===== src/pmm_unused_guard.sv =====
`default_nettype none
`default_nettype wire


===== src/pmm_pkg.sv =====
`default_nettype none
package pmm_pkg;
	// Port slots: P0, P3, P4, P5, P7, P9
	localparam int NPORT = 6;
	localparam int PW = 16;
	localparam int ADDR_W = 12;
	localparam int P0 = 0;
	localparam int P3 = 1;
	localparam int P4 = 2;
	localparam int P5 = 3;
	localparam int P7 = 4;
	localparam int P9 = 5;
	typedef logic [NPORT-1:0][PW-1:0] pmm_vec_t;
	// Implemented pins per port
	localparam pmm_vec_t VALID = {16'he3c3, 16'h03ff, 16'h003f, 16'h0007, 16'h003f, 16'h007f};
	// Ports with edge select pairs (P0, P3, P9)
	localparam pmm_vec_t EDGE_MASK = {16'he3c3, 16'h0000, 16'h0000, 16'h0000, 16'h003f, 16'h007f};
	// Port 7 analog pins, port 9 clock pin
	localparam pmm_vec_t ANA_MASK = {16'h0000, 16'h03ff, 64'h0};
	localparam pmm_vec_t PCL_MASK = {16'h2000, 80'h0};
	localparam logic [PW-1:0] P7_LOW_MASK = 16'h00ff;
	// Register slots inside a port window
	localparam logic [2:0] R_OUT = 3'h0;
	localparam logic [2:0] R_DIR = 3'h1;
	localparam logic [2:0] R_PMC = 3'h2;
	localparam logic [2:0] R_PU = 3'h3;
	localparam logic [2:0] R_RISE = 3'h4;
	localparam logic [2:0] R_FALL = 3'h5;
	localparam logic [2:0] R_STAT = 3'h6;
	localparam logic [2:0] R_MASK = 3'h7;
	// Global window and its registers
	localparam logic [2:0] G_PORT = 3'h6;
	localparam logic [2:0] G_KRM = 3'h0;
	localparam logic [2:0] G_ADC = 3'h1;
	localparam logic [2:0] G_CLK = 3'h2;
	localparam logic [2:0] G_P7H = 3'h3;
	localparam int P7_HI_LSB = 8;
	localparam int P7_HI_W = 2;
	// Special pin positions and fields
	localparam int NMI_BIT = 2;
	localparam int ADC_EXT_TRIGGER_BIT = 3;
	localparam int DEBUG_RESET_N_BIT = 5;
	localparam int KEY_W = 8;
	localparam int KEY_P5_W = 6;
	localparam int ADC_EN = 0;
	localparam int ADC_RISE = 1;
	localparam int ADC_FALL = 2;
	localparam int CLK_BUS_EN = 0;
	localparam int CLK_PCL_SUB = 1;
	typedef struct packed {
		logic [ADDR_W-1:0] paddr;
		logic pwrite;
		logic [31:0] pwdata;
		logic psel;
		logic penable;
	} pmm_apb_req_t;
	typedef struct packed {
		logic [31:0] prdata;
		logic pready;
		logic pslverr;
	} pmm_apb_rsp_t;
	typedef struct packed {
		pmm_vec_t o;
		pmm_vec_t oe;
		pmm_vec_t pu;
	} pmm_pad_t;
	typedef struct packed {
		pmm_vec_t dOut, dir, pmc, pu, rise, fall, stat, mask, pinR, pinPrev;
		logic [KEY_W-1:0] key_return_mode_reg;
		logic [2:0] adcMode;
		logic [1:0] clkCtl;
		logic [31:0] prdata;
		logic slvErr;
		logic nmiReq;
		logic adcTrig;
	} pmm_state_t;
endpackage
`default_nettype wire


===== src/pmm_port_mux.sv =====
`default_nettype none
// How it works
// - Port 0: seven pins, per-bit direction
// - Each pin selects port or alternate function
// - Port 0 edges from rise/fall select pair
// - Pull-up option register per port, fixed at zero on port 7
// - Port 3: six pins, own edge pair
// - Port 4: serial receive, transmit, clock
// - Port 5: timer, key, debug pins
// - Port 7: ten pins, analog in control
// - Port 9: nine sparse pins, edge pair
// - Debug reset low, asynchronous to debug unit
// - Key inputs raise key events per mode
// - A/D trigger governed by converter mode reg
// - Bus clock pin drives system clock
// - Clock pin drives main or subclock
// - Serial clock pin is three-state both ways
// - NMI pin is port bit after reset
module pmm_port_mux
	import pmm_pkg::*;
(
	input wire logic core_clk,
	input wire logic rst,
	input wire pmm_apb_req_t apbReq,
	output pmm_apb_rsp_t apbRsp,
	input wire pmm_vec_t pinIn,
	output pmm_pad_t pad,
	input wire pmm_vec_t altOut,
	input wire pmm_vec_t altOe,
	output pmm_vec_t periphIn,
	input wire logic mainClk,
	input wire logic subClk,
	input wire logic sysClk,
	output logic busClkOut,
	output logic busClkOe,
	output logic dbgResetN,
	output logic nmiReq,
	output logic adcTrig,
	output logic irq
);
	localparam pmm_state_t RST_STATE = '{dir: VALID, default: '0};

	pmm_state_t s_r;
	pmm_state_t s_nxt;
	pmm_vec_t riseEv;
	pmm_vec_t fallEv;
	pmm_vec_t edgeEv;
	pmm_vec_t keyVec;
	pmm_vec_t altEff;
	pmm_vec_t altOeEff;
	logic [KEY_W-1:0] keyNow;
	logic [KEY_W-1:0] keyOld;
	logic [KEY_W-1:0] keyMode;
	logic [KEY_W-1:0] keyEv;
	logic [2:0] pIdx;
	logic [2:0] rIdx;
	logic addrOk;
	logic wrEn;
	logic pclkVal;
	logic clrSeen;

	// Writable bits of a port register
	function automatic logic [PW-1:0] wrMask(input logic [2:0] pi, input logic [2:0] ri);
		logic [PW-1:0] m;
		m = VALID[pi];
		if (ri == R_RISE || ri == R_FALL)
		begin
			m = m & EDGE_MASK[pi];
		end
		if (pi == 3'(P7) && ri == R_DIR)
		begin
			m = m & P7_LOW_MASK;
		end
		if (pi == 3'(P7) && ri == R_PU)
		begin
			m = '0;
		end
		return m;
	endfunction

	// Read value of a register
	function automatic logic [31:0] rdVal(input pmm_state_t st, input logic [2:0] pi, input logic [2:0] ri);
		logic [PW-1:0] v;
		v = '0;
		if (pi == G_PORT)
		begin
			unique case (ri)
				G_KRM: v = PW'(st.key_return_mode_reg);
				G_ADC: v = PW'(st.adcMode);
				G_CLK: v = PW'(st.clkCtl);
				G_P7H: v = PW'(st.dir[P7][P7_HI_LSB +: P7_HI_W]);
				default: v = '0;
			endcase
		end
		else
		begin
			unique case (ri)
				R_OUT: v = (st.dir[pi] & st.pinR[pi]) | (~st.dir[pi] & st.dOut[pi]);
				R_DIR: v = st.dir[pi];
				R_PMC: v = st.pmc[pi];
				R_PU: v = st.pu[pi];
				R_RISE: v = st.rise[pi];
				R_FALL: v = st.fall[pi];
				R_STAT: v = st.stat[pi];
				R_MASK: v = st.mask[pi];
			endcase
		end
		// Global registers keep their own widths
		return {16'h0000, (pi == G_PORT) ? v : (v & wrMask(pi, ri))};
	endfunction

	// Address decode
	assign pIdx = apbReq.paddr[7:5];
	assign rIdx = apbReq.paddr[4:2];
	assign addrOk = (apbReq.paddr[ADDR_W-1:8] == '0) && (apbReq.paddr[1:0] == 2'h0)
		&& ((pIdx < 3'(NPORT)) || (pIdx == G_PORT && rIdx <= G_P7H));
	assign wrEn = apbReq.psel && apbReq.penable && apbReq.pwrite && addrOk;

	// Edge detection on registered pins
	assign riseEv = s_r.pinR & ~s_r.pinPrev;
	assign fallEv = ~s_r.pinR & s_r.pinPrev;
	assign edgeEv = s_r.pmc & EDGE_MASK & ((riseEv & s_r.rise) | (fallEv & s_r.fall));

	// Key lines: port 5 bits 0-5, port 9 bits 0-1
	assign keyNow = {s_r.pinR[P9][1:0], s_r.pinR[P5][KEY_P5_W-1:0]};
	assign keyOld = {s_r.pinPrev[P9][1:0], s_r.pinPrev[P5][KEY_P5_W-1:0]};
	assign keyMode = {s_r.dir[P9][1:0] & ~s_r.pmc[P9][1:0], s_r.dir[P5][KEY_P5_W-1:0] & ~s_r.pmc[P5][KEY_P5_W-1:0]};
	// falling key edge in input mode
	assign keyEv = s_r.key_return_mode_reg & keyMode & ~keyNow & keyOld;

	// Spread key events into status layout
	always_comb
	begin
		keyVec = '0;
		keyVec[P5][KEY_P5_W-1:0] = keyEv[KEY_P5_W-1:0];
		keyVec[P9][1:0] = keyEv[KEY_W-1:KEY_P5_W];
	end

	// Alternate drive: clock pin and analog pins
	// main or subclock timing output
	assign pclkVal = s_r.clkCtl[CLK_PCL_SUB] ? subClk : mainClk;
	assign altEff = (altOut & ~PCL_MASK) | ({NPORT{{PW{pclkVal}}}} & PCL_MASK);
	assign altOeEff = altOe & ~ANA_MASK;

	// Pad mux: port latch or alternate function
	// per-bit mode select
	assign pad.o = ((s_r.pmc & altEff) | (~s_r.pmc & s_r.dOut)) & VALID;
	assign pad.oe = ((s_r.pmc & altOeEff) | (~s_r.pmc & ~s_r.dir)) & VALID;
	assign pad.pu = s_r.pu & VALID & ~pad.oe;
	assign periphIn = s_r.pinR;

	assign busClkOut = s_r.clkCtl[CLK_BUS_EN] & sysClk;
	assign busClkOe = s_r.clkCtl[CLK_BUS_EN];
	assign dbgResetN = ~s_r.pmc[P0][DEBUG_RESET_N_BIT] | pinIn[P0][DEBUG_RESET_N_BIT];

	assign nmiReq = s_r.nmiReq;
	assign adcTrig = s_r.adcTrig;
	assign irq = |(s_r.stat & s_r.mask);
	assign apbRsp.prdata = s_r.prdata;
	assign apbRsp.pready = 1'b1;
	assign apbRsp.pslverr = apbReq.psel && apbReq.penable && s_r.slvErr;

	// Next-state of the whole block
	always_comb
	begin
		pmm_vec_t clr;
		logic [PW-1:0] m;
		logic [PW-1:0] wd;
		clr = '0;
		m = wrMask(pIdx, rIdx);
		wd = apbReq.pwdata[PW-1:0];
		s_nxt = s_r;
		s_nxt.pinPrev = s_r.pinR;
		s_nxt.pinR = pinIn & VALID;
		// interrupt only with an edge chosen
		s_nxt.nmiReq = edgeEv[P0][NMI_BIT];
		s_nxt.adcTrig = s_r.pmc[P0][ADC_EXT_TRIGGER_BIT] && s_r.adcMode[ADC_EN]
			&& ((riseEv[P0][ADC_EXT_TRIGGER_BIT] && s_r.adcMode[ADC_RISE])
			|| (fallEv[P0][ADC_EXT_TRIGGER_BIT] && s_r.adcMode[ADC_FALL]));
		// Read data staged in setup phase
		if (apbReq.psel && !apbReq.penable)
		begin
			s_nxt.slvErr = !addrOk;
			s_nxt.prdata = addrOk ? rdVal(s_r, pIdx, rIdx) : '0;
		end
		if (wrEn && pIdx == G_PORT)
		begin
			unique case (rIdx)
				G_KRM: s_nxt.key_return_mode_reg = apbReq.pwdata[KEY_W-1:0];
				G_ADC: s_nxt.adcMode = apbReq.pwdata[2:0];
				G_CLK: s_nxt.clkCtl = apbReq.pwdata[1:0];
				G_P7H: s_nxt.dir[P7][P7_HI_LSB +: P7_HI_W] = apbReq.pwdata[P7_HI_W-1:0];
				default: s_nxt.key_return_mode_reg = s_r.key_return_mode_reg;
			endcase
		end
		else if (wrEn)
		begin
			unique case (rIdx)
				R_OUT: s_nxt.dOut[pIdx] = (s_r.dOut[pIdx] & ~m) | (wd & m);
				R_DIR: s_nxt.dir[pIdx] = (s_r.dir[pIdx] & ~m) | (wd & m);
				R_PMC: s_nxt.pmc[pIdx] = wd & m;
				R_PU: s_nxt.pu[pIdx] = wd & m;
				R_RISE: s_nxt.rise[pIdx] = wd & m;
				R_FALL: s_nxt.fall[pIdx] = wd & m;
				R_STAT: clr[pIdx] = wd & m;
				R_MASK: s_nxt.mask[pIdx] = wd & m;
			endcase
		end
		// Sticky status, set beats clear
		s_nxt.stat = ((s_r.stat & ~clr) | edgeEv | keyVec) & VALID;
	end

	// State register
	// input port mode on reset
	always_ff @(posedge core_clk)
	begin
		if (rst)
		begin
			s_r <= RST_STATE;
		end
		else
		begin
			s_r <= s_nxt;
		end
	end

	// Port 0 bit 0 status clear landing this cycle
	assign clrSeen = wrEn && pIdx == 3'(P0) && rIdx == R_STAT && apbReq.pwdata[0];
endmodule // pmm_port_mux
`default_nettype wire


===== config.mk =====
export PLATFORM = sky130hd
export DESIGN_NAME = pmm_port_mux
export DESIGN_NICKNAME = d
export VERILOG_FILES = /design/src/pmm_unused_guard.sv /design/src/pmm_pkg.sv /design/src/pmm_port_mux.sv
export SDC_FILE = /design/constraint.sdc
export NUM_CORES = 1
export LEC_CHECK = 0
export BUFFER_PORTS_ARGS = -buffer_cell sky130_fd_sc_hd__buf_2
export CAP_MARGIN = 0
export CORE_AREA = 2 2 299 301
export CTS_CLUSTER_SIZE = 8
export DETAILED_ROUTE_END_ITERATION = 10
export DIE_AREA = 0 0 301 303
export GPL_TIMING_DRIVEN = 0
export HOLD_SLACK_MARGIN = 0.1
export SYNTH_ARGS = -nofsm -noshare
export SYNTH_HDL_FRONTEND = slang
export SYNTH_SLANG_ARGS = --single-unit

===== constraint.sdc =====
create_clock -name core_clk -period 5.7 [get_ports core_clk]
set_input_delay 1.14 -clock core_clk [delete_from_list [all_inputs] [get_ports core_clk]]
set_output_delay 1.14 -clock core_clk [all_outputs]
set_load 0.02 [all_outputs]

==> impl_metrics.csv <==
group,metric,value,unit
setup_path,critical_path_class,"in -> reg",
routing,avgRoutedWirePerCell,37.0,µm
placement,dpl.hpwl,150000,µm
routing,vias_per_cell,5.99,
sta,skew,0.0381,ns
grt,antenna_found_initial,23,
clocking,clock_sink_count,688,
pwr,vdd_ir_drop_max,0.270,mV
logic_synthesis,synth_compound_area_frac,0.152,
sta,finalSetupViolations,0,
pwr,p_switching,3.32,mW
grt,grt_pass1_vias,28600,
routing,via_count,32300,
finish,drive_gt1_frac,0.231,
sta,finalSetupTns,0,ns
routing,drt_iter0_markers,5563,
finish,final_nets,4552,
clocking,cts_root_buf,"clkbuf_16",
floorplanning,initial_core_util,0.358,
pwr,switching_share,0.289,
sta,rsz0062_at_grt,"false",
logic_synthesis,async_reset_ff_frac,0,
pwr,total_leakage_power,16.5,nW
logic_synthesis,ys.flop_type,"dfxtp_1",
sta,max_clock_freq,0.192,GHz
placement,gp_congestion,1.08,
clocking,clk_pin_slew_worst_paths,0.05,ns
sta,period_needed,5.21,ns
logic_synthesis,synth-seq-area-share,0.437,
floorplanning,dieArea,91200,µm²
sta,hold_violations,0,
logic_synthesis,yosys_warnings,0,
routing,drtAntennaViolNets,0,
clocking,cts_buffer_depth,3,
pwr,p_int,8.18,mW
run_status,violations,"capacitance limit, slew limit",
routing,drc,0,
routing,totalWireLength,200000,µm
pwr,powerDensity,301,nW/µm²
grt,met1_usage,0.531,
logic_synthesis,synth_edf_count,0,
logic_synthesis,synth_xor_area_frac,0,
logic_synthesis,synth.area.mux_share,0.0971,
sta,max_slew_margin,-0.104,
clocking,cts_resized,0,
sta,hold_ws,0.437,ns
grt,grt-busiest-layer,"met2",
floorplanning,die_h,303,µm
logic_synthesis,synth_top_family_by_area,"simple AND/OR/NAND/NOR gates",
clocking,cts_tree,"built",
routing,drt-pass1-iter-count,7,
sta,worst_pin_slew,1.66,ns
floorplanning,pin_count,764,
logic_synthesis,ys_types,80,
logic_synthesis,ys_seq_elements,688,
pwr,p_comb_frac,0.113,
setup_path,worstPathArrival,5.68,ns
grt,grt_pass1_wl,258000,µm
setup_path,start_kind,"input port",
setup_path,crit_required,6.17,ns
clocking,cts_setup_buffers,0,
pwr,seq_power_share,0.425,
sta,slew_viol_final,56,
logic_synthesis,synth-adder-area-share,0,
floorplanning,coreArea,88000,µm²
clocking,holdBufCountCts,0,
grt,grt_overflow,0,
finish,fill_cells,8871,
clocking,cts_made_buffers,96,
grt,grt_use_met3,0.154,
floorplanning,num_rows,109,
clocking,cts_htree_levels,3,
floorplanning,die_w,301,µm
clocking,worstSkewPairLatency,0.69,ns
sta,finalCritPeriodShare,0.914,
job,maxCapViolCount,6,
finish,area_growth,21.3,%
pwr,clockPowerShare,0.462,
logic_synthesis,netlist_area,31500,µm²
logic_synthesis,synth-simple-area-share,0.207,
worst_hold_path,hold_class,"reg -> reg",
setup_path,cp-end-kind,"flop",
logic_synthesis,netlist_instances,3544,
grt,grt_max_degree,16,
grt,met2_usage,0.595,
logic_synthesis,avgSynthCellArea,8.89,µm²
placement,portBuffers,329,
grt,grt_usage,0.423,
run_status,outcome,"complete, but fails checks",
setup_path,worstPathMaxFanout,11,
cell type report:
cell class / count / area [µm²] / share of cell area
Antenna cell: 14 / 35.0 / 0.000916
Buffer: 522 / 3270 / 0.0855
Clock buffer: 102 / 2440 / 0.0640
Clock inverter: 7 / 166 / 0.00435
Inverter: 19 / 71.3 / 0.00187
Multi-Input combinational cell: 2550 / 15300 / 0.400
Sequential cell: 688 / 13800 / 0.360
Tap cell: 1165 / 1460 / 0.0381
Timing Repair Buffer: 335 / 1720 / 0.0450
cell usage after synthesis, drive strengths merged, types with 8 or more instances:
| cell type | n | share of area |
|---|---|---|
| a211oi | 27 | 0.0064 |
| a21oi | 223 | 0.036 |
| a221o | 15 | 0.0048 |
| a221oi | 27 | 0.0077 |
| a22o | 24 | 0.0067 |
| a22oi | 66 | 0.016 |
| a32o | 8 | 0.0025 |
| a32oi | 12 | 0.0033 |
| and2 | 142 | 0.028 |
| and3 | 125 | 0.025 |
| buf | 395 | 0.089 |
| clkbuf | 127 | 0.015 |
| dfxtp | 688 | 0.44 |
| inv | 17 | 0.0020 |
| mux2 | 99 | 0.035 |
| mux2i | 165 | 0.052 |
| mux4 | 13 | 0.0093 |
| nand2 | 470 | 0.056 |
| nand2b | 10 | 0.0020 |
| nand3 | 31 | 0.0053 |
| nand3b | 21 | 0.0050 |
| nand4 | 9 | 0.0023 |
| nor2 | 235 | 0.029 |
| nor2b | 196 | 0.039 |
| nor3 | 42 | 0.0079 |
| nor4 | 9 | 0.0035 |
| o211ai | 37 | 0.0088 |
| o21ai | 150 | 0.024 |
| o221ai | 22 | 0.0061 |
| o22ai | 25 | 0.0050 |
| o2bb2ai | 24 | 0.0067 |
| o31ai | 10 | 0.0025 |
kinds of logic (layout without fill, tap and decap cells):
kind of cell / count (synthesis) / in the layout
compound gates: 729 / 729
buf+inv: 541 / 985
flops: 688 / 688
mux: 277 / 277
other cells: 2 / 251
simple gates: 1307 / 1307
layer usage:
layer  routed length (µm)  part of all wire  vias up
li1                     -                 -    13100
met1                74200              0.37    15400
met2                79200              0.40     3067
met3                29000              0.15      770
met4                17200             0.086        4
met5                   31           0.00016        -
final timing paths:
path	from	to	slack (ns)	cells past startpoint
worst max-delay path	apbReq[42]	apbRsp[5]$_SDFFE_PP0P_	0.49	11
worst min-delay path	s_r[957]$_SDFFE_PP0P_	s_r[957]$_SDFFE_PP0P_	0.44	2
worst max register to register	s_r[609]$_SDFFE_PP0P_	apbRsp[3]$_SDFFE_PP0P_	2.40	6
worst min register to register	s_r[957]$_SDFFE_PP0P_	s_r[957]$_SDFFE_PP0P_	0.44	2
power groups by stage:
stage	Sequential [mW]	Combinational (mW)	Clock [mW]
floorplan	4.95	0.656	0
global placement	4.98	1.20	0
detailed placement	4.98	1.21	0
CTS	4.88	1.21	5.30
global route	4.88	1.27	5.49
finish	4.89	1.30	5.32
sequential cells by signal (all words and copies together) (netlist names):
signal    count
s_r         620
periphIn     41
apbRsp       16
keyOld        8
adcTrig       1
busClkOe      1
nmiReq        1
worst max-delay path, cell delays in order:
cell	delay [ns]
buf_2	0.14
buf_4	0.22
buf_6	0.21
buf_4	0.37
buf_2	0.86
mux2i_1	0.37
o22ai_1	0.11
o21ai_0	0.46
o221ai_1	0.43
a2111oi_0	0.97
nor3_1	0.33
layout by cell type (no fill, tap or decap), drive strengths merged, types with 27 or more instances in the layout:
master,n
buf,729
dfxtp,688
nand2,470
conb,237
nor2,235
clkbuf,230
a21oi,223
nor2b,196
mux2i,165
o21ai,150
and2,142
and3,125
mux2,99
a22oi,66
nor3,42
o211ai,37
nand3,31
a211oi,27
a221oi,27
through the flow:
stage	cell area [µm²]	std cells	utilization	setup slack (ns)	power, mW
floorplan	32400	3779	-	2.72	5.61
global placement	35500	5273	0.403	0.283	6.19
detailed placement	35600	5277	0.404	0.246	6.19
CTS	38200	5386	0.434	0.947	11.4
global route	38200	5392	0.434	0.846	11.6
finish	38200	5402	0.435	0.490	11.5
Power figures use the tool's default switching activity.
